$ cat src/common/cmd_defines.svh
`ifndef CMD_DEFINES_SVH
`define CMD_DEFINES_SVH

// Register map, word-aligned byte addresses
`define ADDR_CMD        4'h0
`define ADDR_STATUS     4'h4
`define ADDR_RESULT_SR  4'h8
`define ADDR_LINE_SR    4'hc
`define ADDR_WAIT_TMR   4'h0
`define ADDR_PROF0      4'h0
// Extended window for call wait timer, profiles and state readback
`define ADDR_TMR        5'h10
`define ADDR_PROF0_R    5'h14
`define ADDR_PROF1_R    5'h18
`define ADDR_IDLE       5'h1c

// Command register fields
`define CMD_OP_LSB      0
`define CMD_ARG_LSB     4
`define CMD_NOARG_BIT   8

// Storage register fields
`define RSET_LSB        4
`define DCD_BIT         5

// Reset values
`define RESULT_SR_RST   8'h00
`define LINE_SR_RST     8'h00
`define WAIT_TMR_RST    8'h1e

// Argument limits
`define RSET_MAX        3'h4
`define CDOPT_MAX       3'h1
`define PROF_MAX        3'h1

// One second of call wait in 10 ns cycles
`define TICKS_PER_SEC   32'd100000000

// Reset pulse length of the recall sequence
`define RESET_CYCLES    4'h8

`endif

$ cat src/common/cmd_pkg.sv
package cmd_pkg;

    typedef enum logic [1:0] {
        OP_RESULT_SET = 2'h0,
        OP_RECALL     = 2'h1,
        OP_CARRIER    = 2'h2,
        OP_NONE       = 2'h3
    } op_e;

    typedef enum logic [2:0] {
        ST_IDLE   = 3'h0,
        ST_RESET  = 3'h1,
        ST_COPY   = 3'h3,
        ST_CALL   = 3'h2,
        ST_REPORT = 3'h6
    } state_e;

    typedef struct packed {
        logic       ok;
        logic       err;
        logic       busy_ok;
        logic       speed;
        logic [3:0] code;
    } result_s;

    typedef struct packed {
        logic [7:0] result_sr;
        logic [7:0] line_sr;
    } profile_s;

    typedef logic [15:0] code_mask_t;

endpackage : cmd_pkg

$ cat src/result_reset_carrier_cmds.sv
`timescale 1ns/1ps
`include "cmd_defines.svh"

// Operation
// Result set 0 or no argument enables codes 0-4, no busy code and no connect speed.
// Result set 1 or 2 enables codes 0-5, 10-12 and 14, no busy code, speed with connect.
// Result set 3 or 4 adds code 7, sends busy on a busy line and gives speed with connect.
// The result-set command writes its argument into bits 4 to 6 of the result option store.
// Every call outcome waits for call completion or expiry of the call wait timer.
// Recall with no argument or 0 picks profile 0, and argument 1 picks profile 1.
// Recall first resets and then copies the chosen profile into the active settings.
// Carrier option 0 or no argument keeps the carrier-detect output on at all times outside self-test.
// Carrier option 1 makes carrier-detect follow the real carrier state.
// The carrier option command sets bit 5 of the line option store.
// Carrier-detect is forced off during self-test whatever option is chosen.
// An argument out of range leaves storage unchanged and returns an error result.
module result_reset_carrier_cmds (
    // Clock and reset
    input  wire logic                 SYS_CLK,
    input  wire logic                 RST_N,
    // Avalon-MM slave
    input  wire logic [4:0]           AVS_ADDRESS,
    input  wire logic                 AVS_READ,
    input  wire logic                 AVS_WRITE,
    input  wire logic [31:0]          AVS_WRITEDATA,
    output logic      [31:0]          AVS_READDATA,
    output logic                      AVS_WAITREQUEST,
    // Line side pins
    input  wire logic                 CARRIER_IN,
    input  wire logic                 CALL_DONE_IN,
    input  wire logic                 SELF_TEST_IN,
    output logic                      DCD_OUT,
    output logic                      MODULE_RESET,
    // Result reporting
    output cmd_pkg::result_s          RESULT,
    output logic                      RESULT_VALID
);

    typedef struct packed {
        cmd_pkg::state_e    state;
        cmd_pkg::profile_s  active;
        cmd_pkg::profile_s  prof0;
        cmd_pkg::profile_s  prof1;
        logic [7:0]         wait_tmr;
        logic [3:0]         rst_cnt;
        logic [31:0]        tick_cnt;
        logic [7:0]         sec_cnt;
        logic               sel1;
        logic [1:0]         sync_car;
        logic [1:0]         sync_done;
        logic [1:0]         sync_test;
        cmd_pkg::result_s   result;
        logic               result_valid;
        logic               ack;
        logic [31:0]        rdata;
        logic               dcd;
    } state_s;

    state_s s_q;
    state_s s_d;

    cmd_pkg::code_mask_t code_mask;
    logic                busy_en;
    logic                speed_en;

    // Sync stages: bit 0 is first flop, bit 1 second; only bit 1 feeds logic
    logic car_s;
    logic done_s;
    logic test_s;
    assign car_s  = s_q.sync_car[1];
    assign done_s = s_q.sync_done[1];
    assign test_s = s_q.sync_test[1];

    result_filter u_filter (
        .rset      (s_q.active.result_sr[`RSET_LSB +: 3]),
        .code_mask (code_mask),
        .busy_en   (busy_en),
        .speed_en  (speed_en)
    );

    logic       wr;
    logic       rd;
    logic [1:0] op;
    logic [2:0] arg;
    logic       noarg;

    assign wr    = AVS_WRITE && !s_q.ack;
    assign rd    = AVS_READ && !s_q.ack;
    assign op    = AVS_WRITEDATA[`CMD_OP_LSB +: 2];
    assign arg   = AVS_WRITEDATA[`CMD_ARG_LSB +: 3];
    assign noarg = AVS_WRITEDATA[`CMD_NOARG_BIT];

    always_comb begin
        s_d = s_q;
        s_d.sync_car  = {s_q.sync_car[0], CARRIER_IN};
        s_d.sync_done = {s_q.sync_done[0], CALL_DONE_IN};
        s_d.sync_test = {s_q.sync_test[0], SELF_TEST_IN};
        s_d.ack          = 1'b0;
        s_d.result_valid = 1'b0;

        // Bus access is held off while the recall sequence owns the settings
        if ((wr || rd) && s_q.state != cmd_pkg::ST_RESET && s_q.state != cmd_pkg::ST_COPY) begin
            s_d.ack   = 1'b1;
            s_d.rdata = 32'h0;
            if (rd) begin
                if (AVS_ADDRESS == {1'b0, `ADDR_STATUS}) begin
                    s_d.rdata = {13'h0, s_q.dcd, busy_en, speed_en, code_mask};
                end else if (AVS_ADDRESS == {1'b0, `ADDR_RESULT_SR}) begin
                    s_d.rdata = {24'h0, s_q.active.result_sr};
                end else if (AVS_ADDRESS == {1'b0, `ADDR_LINE_SR}) begin
                    s_d.rdata = {24'h0, s_q.active.line_sr};
                end else if (AVS_ADDRESS == `ADDR_TMR) begin
                    s_d.rdata = {24'h0, s_q.wait_tmr};
                end else if (AVS_ADDRESS == `ADDR_PROF0_R) begin
                    s_d.rdata = {16'h0, s_q.prof0};
                end else if (AVS_ADDRESS == `ADDR_PROF1_R) begin
                    s_d.rdata = {16'h0, s_q.prof1};
                end else if (AVS_ADDRESS == `ADDR_IDLE) begin
                    s_d.rdata = {29'h0, s_q.state};
                end
            end else if (AVS_ADDRESS == `ADDR_TMR) begin
                s_d.wait_tmr = AVS_WRITEDATA[7:0];
            end else if (AVS_ADDRESS == `ADDR_PROF0_R) begin
                s_d.prof0 = AVS_WRITEDATA[15:0];
            end else if (AVS_ADDRESS == `ADDR_PROF1_R) begin
                s_d.prof1 = AVS_WRITEDATA[15:0];
            end else if (AVS_ADDRESS == {1'b0, `ADDR_CMD}) begin
                s_d.result = '0;
                s_d.result_valid = 1'b1;
                case (cmd_pkg::op_e'(op))
                    cmd_pkg::OP_RESULT_SET: begin
                        if (!noarg && arg > `RSET_MAX) begin
                            s_d.result.err = 1'b1;
                        end else begin
                            s_d.active.result_sr[`RSET_LSB +: 3] = noarg ? 3'h0 : arg;
                            s_d.result.ok = 1'b1;
                        end
                    end
                    cmd_pkg::OP_CARRIER: begin
                        if (!noarg && arg > `CDOPT_MAX) begin
                            s_d.result.err = 1'b1;
                        end else begin
                            s_d.active.line_sr[`DCD_BIT] = noarg ? 1'b0 : arg[0];
                            s_d.result.ok = 1'b1;
                        end
                    end
                    cmd_pkg::OP_RECALL: begin
                        if (!noarg && arg > `PROF_MAX) begin
                            s_d.result.err = 1'b1;
                        end else begin
                            s_d.sel1         = noarg ? 1'b0 : arg[0];
                            s_d.rst_cnt      = `RESET_CYCLES;
                            s_d.state        = cmd_pkg::ST_RESET;
                            s_d.result_valid = 1'b0;
                        end
                    end
                    default: begin
                        // Starts call progress reporting
                        s_d.tick_cnt     = 32'h0;
                        s_d.sec_cnt      = 8'h0;
                        s_d.state        = cmd_pkg::ST_CALL;
                        s_d.result_valid = 1'b0;
                    end
                endcase
            end
        end

        case (s_q.state)
            cmd_pkg::ST_RESET: begin
                s_d.rst_cnt = s_q.rst_cnt - 4'h1;
                if (s_q.rst_cnt == 4'h1) begin
                    s_d.active = '0;
                    s_d.state  = cmd_pkg::ST_COPY;
                end
            end
            cmd_pkg::ST_COPY: begin
                s_d.active       = s_q.sel1 ? s_q.prof1 : s_q.prof0;
                s_d.result       = '0;
                s_d.result.ok    = 1'b1;
                s_d.result_valid = 1'b1;
                s_d.state        = cmd_pkg::ST_IDLE;
            end
            cmd_pkg::ST_CALL: begin
                // Outcome waits for completion or timer expiry in whole seconds
                if (s_q.tick_cnt == `TICKS_PER_SEC - 32'h1) begin
                    s_d.tick_cnt = 32'h0;
                    s_d.sec_cnt  = s_q.sec_cnt + 8'h1;
                end else begin
                    s_d.tick_cnt = s_q.tick_cnt + 32'h1;
                end
                if (done_s || s_q.sec_cnt >= s_q.wait_tmr) begin
                    s_d.result         = '0;
                    s_d.result.ok      = done_s;
                    s_d.result.busy_ok = busy_en;
                    s_d.result.speed   = speed_en;
                    s_d.result.code    = done_s ? 4'h1 : 4'h3;
                    s_d.result_valid   = 1'b1;
                    s_d.state          = cmd_pkg::ST_IDLE;
                end
            end
            default: begin
            end
        endcase

        if (test_s) begin
            s_d.dcd = 1'b0;
        end else if (s_q.active.line_sr[`DCD_BIT]) begin
            s_d.dcd = car_s;
        end else begin
            s_d.dcd = 1'b1;
        end
    end

    always_ff @(posedge SYS_CLK or negedge RST_N) begin
        if (!RST_N) begin
            s_q          <= '0;
            s_q.wait_tmr <= `WAIT_TMR_RST;
            s_q.state    <= cmd_pkg::ST_IDLE;
        end else begin
            s_q <= s_d;
        end
    end

    assign AVS_WAITREQUEST = (AVS_READ || AVS_WRITE) && !s_q.ack;
    assign AVS_READDATA    = s_q.rdata;
    assign DCD_OUT         = s_q.dcd;
    assign MODULE_RESET    = (s_q.state == cmd_pkg::ST_RESET);
    assign RESULT          = s_q.result;
    assign RESULT_VALID    = s_q.result_valid;

endmodule : result_reset_carrier_cmds

$ cat src/result_filter.sv
`timescale 1ns/1ps
`include "cmd_defines.svh"

// Maps the selected result set to enabled codes, busy and speed options
module result_filter (
    // Selection
    input  wire logic [2:0]          rset,
    // Outcome
    output cmd_pkg::code_mask_t      code_mask,
    output logic                     busy_en,
    output logic                     speed_en
);

    always_comb begin
        code_mask = 16'h001f;
        busy_en   = 1'b0;
        speed_en  = 1'b0;
        if (rset == 3'h1 || rset == 3'h2) begin
            code_mask = 16'h5c3f;
            speed_en  = 1'b1;
        end else if (rset == 3'h3 || rset == 3'h4) begin
            code_mask = 16'h5cbf;
            busy_en   = 1'b1;
            speed_en  = 1'b1;
        end
    end

endmodule : result_filter

$ cat config.mk
export PLATFORM = sky130hd
export DESIGN_NAME = result_reset_carrier_cmds
export DESIGN_NICKNAME = d
export VERILOG_FILES = /design/src/common/cmd_pkg.sv /design/src/result_reset_carrier_cmds.sv /design/src/result_filter.sv
export VERILOG_INCLUDE_DIRS = /design/src /design/src/common
export SDC_FILE = /design/constraint.sdc
export NUM_CORES = 1
export LEC_CHECK = 0
export ABC_AREA = 0
export BUFFER_PORTS_ARGS = -buffer_cell sky130_fd_sc_hd__buf_2
export CAP_MARGIN = 40
export CORE_MARGIN = 3
export CORE_UTILIZATION = 59
export CTS_CLUSTER_SIZE = 20
export DETAILED_ROUTE_END_ITERATION = 12
export GPL_TIMING_DRIVEN = 1
export HOLD_SLACK_MARGIN = 0.05
export PLACE_DENSITY = 0.8
export RECOVER_POWER = 25
export SETUP_SLACK_MARGIN = 0.05
export SLEW_MARGIN = 10
export SYNTH_ARGS = -nofsm -noshare
export SYNTH_HDL_FRONTEND = slang
export SYNTH_HIERARCHICAL = 1
export SYNTH_SLANG_ARGS = --single-unit
$ cat constraint.sdc
create_clock -name SYS_CLK -period 2.85 [get_ports SYS_CLK]
set_clock_uncertainty 0.1 [all_clocks]
set_input_delay 0.1425 -clock SYS_CLK [delete_from_list [all_inputs] [get_ports SYS_CLK]]
set_output_delay 0.1425 -clock SYS_CLK [all_outputs]
set_load 0.01 [all_outputs]
Word level (Yosys, flattened, before mapping):

Cells that the tools add are included.

* register bits after elaboration: 153
* input bits: 44
* output and inout bits: 44
* logic and storage cells: 177

* add/sub/neg operators: 3
* $lt $le $gt $ge: 3
* eq/ne operators: 31
* mux-type cells: 77
* bitwise gates (word level): 5
* reduce and logical (&&, ||, !) cells: 32

Operators with widths (count)
* 45-bit 2-to-1 mux: 6
* 16-bit 2-to-1 mux: 7
* 40-bit 2-to-1 mux: 2
* 19-bit 2-to-1 mux: 3
* 3-bit 2-to-1 mux: 18
* 9-bit 2-to-1 mux: 6
* 42-bit 2-to-1 mux: 1
* 32-bit by 1-bit adder with 32-bit output (second input constant): 1
* 32-bit by 27-bit equality test with 1-bit output (second input constant): 1
* 32-bit 2-to-1 mux: 1
* 16-bit case mux with 2 select lines: 1
* 5-bit equality test (second input constant): 4
* 1-bit 2-to-1 mux: 20
* 9-bit case mux with 2 select lines: 1
* 8-bit AND reduction: 2
* 15-bit 2-to-1 mux: 1
* 3-bit by 2-bit equality test with 1-bit output (second input constant): 4
* 4-bit 2-to-1 mux: 3
* 2-bit by 1-bit != test with 1-bit output (second input constant): 6
* 2-bit nonzero test: 6
* 5-bit by 4-bit equality test with 1-bit output (second input constant): 2
* 2-bit != test (second input constant): 5
* 3-bit case mux with 3 select lines: 1
* 8-bit by 1-bit adder with 8-bit output (second input constant): 1
* 29 further kinds: 48

Longest topological paths before layout:

Gate-level depths: netlist of the first run.

* word-level depth: 12
* mapped depth: 9
* depth with buffers taken out: 7

Hierarchy:

The synthesis of the first run kept the hierarchy.

By module, submodules not included
* result_reset_carrier_cmds: times used 1, cells an instance 749, area an instance 7536.0 µm², sequential area each 3508.4 µm²
* result_filter: times used 1, cells an instance 22, area an instance 157.7 µm², sequential area each 0.0 µm²

Least setup slack after synthesis of the first run:

OpenSTA, ideal clock, no wires.

* kind: flip-flop to flip-flop
* from: register s_q[150] (netlist name)
* to: register s_q[122] (netlist name)
* library setup time: 0.125 ns
* data arrival time: 2.025 ns
* required time: 2.625 ns
* slack: 0.601 ns
* stages on the path, launching flop included: 7
* buffers on the path: 2
* clock period less this slack: 2.249 ns
* path through: dfrtp_1 -> nor2b_1 -> buf_6 -> or3_4 -> nor4_4 -> buf_6 -> mux2_2

* longest elaborated chain between the ends: 4
* elaborated cells between the ends (all ways): 5
* classes of those cells: eq/ne: 2; reduce/logical: 3

RTL lines
* from (decl): line result_reset_carrier_cmds.sv:59 `state_s s_q;`
* 3-bit by 1-bit != test with 1-bit output: line result_reset_carrier_cmds.sv:102 `if ((wr || rd) && s_q.state != cmd_pkg::ST_RESET && s_q.state != cmd_pkg::ST_COPY) begin`
* 1-bit logical AND: line result_reset_carrier_cmds.sv:102
* 1-bit logical AND (*): line result_reset_carrier_cmds.sv:102
* 4-bit AND reduction (no line) (*)

Every way passes the cells marked *; elsewhere a longest branch is shown, timed or not.
A chain may end at the register's enable or synchronous reset.

==> results of run 1 <==
## per-stage QoR
stage          hold slack (ns)  area, um2  utilization
2_1_floorplan           -0.253       7770            -
3_3_place_gp           -0.0169       7880        0.622
3_5_place_dp           -0.0137       7900        0.623
4_1_cts                  0.112       8780        0.693
5_1_grt                  0.134       8770        0.692
6_report                 0.109       8770        0.692
## sequential cells by signal (all words and copies together), names as in the netlist
name          flops
DCD_OUT           1
done_s            1
AVS_READDATA     19
RESULT            8
s_q             106
RESULT_VALID      1
s_d               3
car_s             1
## synthesized netlist by cell type (5+ instances only)
cell type | count | share of area
mux2i_1 | 34 | 0.044
nor2_1 | 32 | 0.016
nor3_1 | 9 | 0.0059
buf_2 | 7 | 0.0046
nand3_1 | 34 | 0.022
and2_1 | 5 | 0.0041
and4_1 | 8 | 0.0091
or3_1 | 5 | 0.0041
nor2b_1 | 10 | 0.0081
dfrtp_1 | 136 | 0.44
nand4_1 | 24 | 0.020
a21o_1 | 6 | 0.0059
and3_1 | 14 | 0.011
o21ai_0 | 49 | 0.032
mux2_2 | 38 | 0.056
a221o_1 | 9 | 0.012
nand2b_1 | 11 | 0.0089
o22ai_1 | 12 | 0.0098
buf_4 | 57 | 0.056
a21oi_1 | 36 | 0.023
ha_1 | 16 | 0.026
nand2_1 | 63 | 0.031
a31oi_1 | 17 | 0.014
a22o_1 | 9 | 0.010
o31ai_1 | 5 | 0.0049
a22oi_1 | 14 | 0.014
inv_1 | 25 | 0.012
clkbuf_1 | 23 | 0.011
## kinds of logic (layout without fill, tap and decap cells)
family | after synthesis | count (layout) | synth area share
adders and majority gates | 16 | 16 | 0.0260
muxes | 75 | 75 | 0.109
xor gates and xnor gates | 3 | 3 | 0.00342
AOI/OAI and AO/OA | 177 | 177 | 0.148
buffers and inverters | 118 | 157 | 0.0885
and+or+nand+nor | 239 | 239 | 0.168
other | 3 | 23 | 0.00146
DFF | 140 | 140 | 0.456
## routing by layer
layer  up-vias  routed length [um]
met4         0                 349
met2       226                8970
met3        36                1220
met1      3045                7650
met5         -                   0
li1       2827                   -
## final cells by class
| cell class | instances | share of cell area |
|---|---|---|
| multi-input combinational | 533 | 0.409 |
| sequential | 140 | 0.400 |
| timing repair buffer | 100 | 0.0775 |
| clock buffer | 19 | 0.0516 |
| clock inverter | 13 | 0.0267 |
| tap | 172 | 0.0245 |
| inverter | 25 | 0.0107 |
## worst paths after layout
kind                       startpoint         endpoint  cells after the start  slack, ns
hold reg to reg               s_d[46]           done_s                      0       0.25
max in group asynchronous       RST_N         s_q[116]                      3       0.80
setup / recovery              s_q[96]        RESULT[2]                      7       0.35
hold / removal                  RST_N          s_q[54]                      2       0.11
min in group SYS_CLK         AVS_READ  AVS_READDATA[0]                      4       0.13
setup reg to reg              s_q[96]        RESULT[2]                      7       0.35
## report_power, final
group / total (uW) / leakage (uW) / switching [uW] / internal (uW)
sequential: 2480 / 0.00183 / 254 / 2230
clock: 2550 / 0.000338 / 859 / 1690
combinational: 763 / 0.00187 / 427 / 336
total: 5800 / 0.00403 / 1540 / 4260
## repair_timing
item                      CTS  global route
buffers inserted            0             0
hold endpoints to repair  145             0
hold buffers               20             0
==> flow_metrics.tcl, run 1 <==
set metrics [dict create \
    syn_inst 771 \
    nNetsFinal 877 \
    cp_top_family "compound AO/OA/AOI/OAI gates" \
    wirelength_mm 18.2 \
    drtIter0Drc 561 \
    synth_async_sr_flop_share 1.00 \
    path_clk_slew_ns 0.06 \
    critical_path_required_ns 3.07 \
    drive_above_1_share 0.207 \
    dp_cells 950 \
    end_kind "register" \
    setup_viol 0 \
    final.min_clock_period_ns 2.50 \
    avgRoutedWirePerCell_um 18.2 \
    synth_edf_count 0 \
    cts_max_path_buffers 2 \
    die_x_um 120 \
    total_power_uw 5800 \
    fill_cells 907 \
    synth_cell_types 61 \
    antenna_found_initial 0 \
    finalCritPeriodShare 0.878 \
    die_y_um 120 \
    cpMaxStageDelayCell "dfstp_2" \
    worstPathArrival_ns 2.72 \
    path_max_fanout 7 \
    numCtsBuffers 17 \
    port_buffers 58 \
    final_cells 1002 \
    antennaDiodeCount 0 \
    use_met1 0.352 \
    hold_viol 0 \
    num_rows 41 \
    h-tree-depth 4 \
    multiInputGateArea_um2 3590 \
    rsz0062_at_grt "false" \
    syn_area_um2 7690 \
    gr-usage-all-layers 0.264 \
    start_kind "register" \
    busiest_layer "met2" \
    tightest_slew_ns 1.46 \
    crit_type "reg2reg" \
    dp_slack_ns 0.524 \
    cts_tree "done" \
    grt_util_met3 0.0683 \
    relSlewSlack 0.0285 \
    grt_pass1_vias 6074 \
    ys_warn_count 6 \
    drt_pass1_iterations 5 \
    ios 88 \
    gp_congestion 0.870 \
    synth_ff_type "dfrtp_1" \
    overflow 0 \
    hpwl_mm 12.4 \
    routed_via_density 6.12 \
    slew_violations 0 \
    final_common_cell "dfrtp_1" \
    maxCapViolations 0 \
    area_growth_pct 14.0 \
    insertion_delay_ns 0.43 \
    grt_pass1_wl_mm 30.2 \
    ys_seq_area_frac 0.456 \
    power_leakage_uw 0.00403 \
    fmax_mhz 400 \
    syn_area_per_cell_um2 9.98 \
    max_stage_delay_ns 0.54 \
    cts_resized 0 \
    fin_tns_setup_ns 0 \
    fin_ws_ns 0.349 \
    layout_common_cells "dfrtp_1, nand2_1, buf_2, o21ai_0, mux2_2" \
    grt_start_max_net_pins 62 \
    register_area_um2 3510 \
    crit_chain "inv_1 > ha_1 > a211oi_1 > o21ai_0 > a21oi_1 > a21oi_1 > nor3b_1" \
    root_buffer "clkbuf_16" \
    ant_nets 0 \
    die_area_um2 14400 \
    met2_usage 0.426 \
    cts.sinks 140 \
    core_area_um2 12700 \
    vias 6134 \
    ys_ff_latch 140 \
    start_util 0.607 \
    outcome "finished clean" \
    cellPowerDensity_nw_per_um2 661 \
    cp_num_buf_inv 1 \
    drc 0 \
    ir_drop_uv 563 \
    cp_common_cell "a21oi_1" \
    min_path_type "in2async" \
]
No activity file was read; power rests on OpenSTA's default activity.
==> run 2: changes to the inputs <==
--- a/config.mk
+++ b/config.mk
@@ -9,14 +9,18 @@
 export ABC_AREA = 0
 export BUFFER_PORTS_ARGS = -buffer_cell sky130_fd_sc_hd__buf_2
 export CAP_MARGIN = 40
+export CELL_PAD_IN_SITES_DETAIL_PLACEMENT = 0
+export CELL_PAD_IN_SITES_GLOBAL_PLACEMENT = 1
 export CORE_MARGIN = 3
-export CORE_UTILIZATION = 59
+export CORE_UTILIZATION = 46
 export CTS_CLUSTER_SIZE = 20
 export DETAILED_ROUTE_END_ITERATION = 12
+export GPL_ROUTABILITY_DRIVEN = 1
 export GPL_TIMING_DRIVEN = 1
 export HOLD_SLACK_MARGIN = 0.05
-export PLACE_DENSITY = 0.8
+export PLACE_DENSITY_LB_ADDON = 0.1
 export RECOVER_POWER = 25
+export REMOVE_ABC_BUFFERS = 1
 export SETUP_SLACK_MARGIN = 0.05
 export SLEW_MARGIN = 10
 export SYNTH_ARGS = -nofsm -noshare
==> flow_metrics.tcl, run 2 (synthesis gave the netlist of run 1 again) <==
set metrics [dict create \
    outcome "finished clean" \
    numCtsBuffers 17 \
    gp_congestion 0.808 \
    path_max_fanout 8 \
    finalCritPeriodShare 0.816 \
    fin_tns_setup_ns 0 \
    worstPathArrival_ns 2.56 \
    final.min_clock_period_ns 2.33 \
    final_common_cell "dfrtp_1" \
    wirelength_mm 19.3 \
    top_register "s_q" \
    start_util 0.477 \
    design_area_um2 8830 \
    dp_slack_ns 0.495 \
    ir_drop_uv 420 \
    root_buffer "clkbuf_16" \
    relSlewSlack 0.232 \
    tightest_slew_ns 1.15 \
    critical_path_required_ns 3.09 \
    vias 6017 \
    drtIter0Drc 382 \
    end_kind "register" \
    min_path_type "in2reg" \
    grt_start_max_net_pins 63 \
    cts.sinks 140 \
    core_area_um2 16100 \
    nNetsFinal 887 \
    largest_reg_flops 106 \
    path_clk_slew_ns 0.06 \
    fmax_mhz 430 \
    holdWs_ns 0.196 \
    overflow 0 \
    avgRoutedWirePerCell_um 18.3 \
    area_growth_pct 14.8 \
    slew_violations 0 \
    die_area_um2 18300 \
    register_area_um2 3510 \
    power_leakage_uw 0.00405 \
    h-tree-depth 4 \
    insertion_delay_ns 0.42 \
    postCtsSetupRepairBufs 0 \
    port_buffers 58 \
    ant_nets 0 \
    multiInputGateArea_um2 3590 \
    start_kind "register" \
    drc 0 \
    dpl_cell_area_um2 8020 \
    cellPowerDensity_nw_per_um2 632 \
    hpwl_mm 13.4 \
    rsz0062_at_grt "false" \
    antenna_found_initial 0 \
    setup_viol 0 \
    ios 88 \
    crit_type "reg2reg" \
    drive_above_1_share 0.217 \
    die_y_um 135 \
    grt_pass1_vias 5826 \
    fill_cells 1477 \
    cts_max_path_buffers 2 \
    gr-usage-all-layers 0.216 \
    maxCapViolations 0 \
    num_rows 46 \
    die_x_um 135 \
    cts_tree "done" \
    routed_via_density 5.70 \
    antennaDiodeCount 0 \
    grt_pass1_wl_mm 31.1 \
    hold_viol 0 \
    drt_pass1_iterations 5 \
    fin_ws_ns 0.523 \
    layout_common_cells "dfrtp_1, nand2_1, buf_2, o21ai_0, mux2_2" \
]
[run 2: cell count changes in the layout (fill, tap and decap cells not counted), sizes merged]
| cell | delta |
|---|---|
| buf | +9 |
| bufinv | -3 |
| clkbuf | +2 |
| clkinv | +1 |
| clkinvlp | +1 |
[run 2: report_power, final]
part	switching (uW)	total [uW]	internal, uW
clock	881	2330	1450
sequential	249	2470	2220
combinational	427	771	344
[run 2: per-stage QoR]
step,utilization,total power (uW),std cells
6_report,0.548,5580,1056
5_1_grt,0.548,5850,1056
4_1_cts,0.549,5640,1056
3_5_place_dp,0.498,3260,1004
3_3_place_gp,0.497,3210,1003
2_1_floorplan,-,2920,698
[run 2: area by class of cell]
class	instances	area share
multi-input combinational	533	0.406
tap	216	0.0306
clock inverter	12	0.0181
inverter	25	0.0106
timing repair buffer	110	0.0842
sequential	140	0.397
clock buffer	20	0.0529
[run 2: critical path: stages (launching register included)]
cell	delay, ns
dfrtp_1	0.44
nor2b_1	0.10
buf_4	0.17
nor4b_4	0.54
nand3_1	0.36
or2_2	0.37
a21oi_1	0.16
[run 2: path summary, 6_finish.rpt]
kind	start	to	slack, ns	depth (start not counted)
min in group asynchronous	RST_N	s_q[121]	0.39	2
max	s_q[152]	s_q[150]	0.52	6
min	AVS_ADDRESS[4]	AVS_READDATA[1]	0.20	4
max reg2reg	s_q[152]	s_q[150]	0.52	6
min reg2reg	s_d[46]	done_s	0.25	0
max in group asynchronous	RST_N	s_q[93]	0.70	3
[run 2: routing by layer]
| layer | vias to the layer above | GRT usage | wire length [um] |
|---|---|---|---|
| met5 | - | 0 | 0 |
| met4 | 0 | 0.0677 | 297 |
| met2 | 117 | 0.348 | 9160 |
| li1 | 2850 | - | - |
| met3 | 25 | 0.0446 | 761 |
| met1 | 3025 | 0.294 | 9090 |
[run 2: repair_timing]
action	4_1_cts	5_1_grt
hold buffers	20	0
endpoints found under the hold margin	148	0
gates resized for setup	0	0
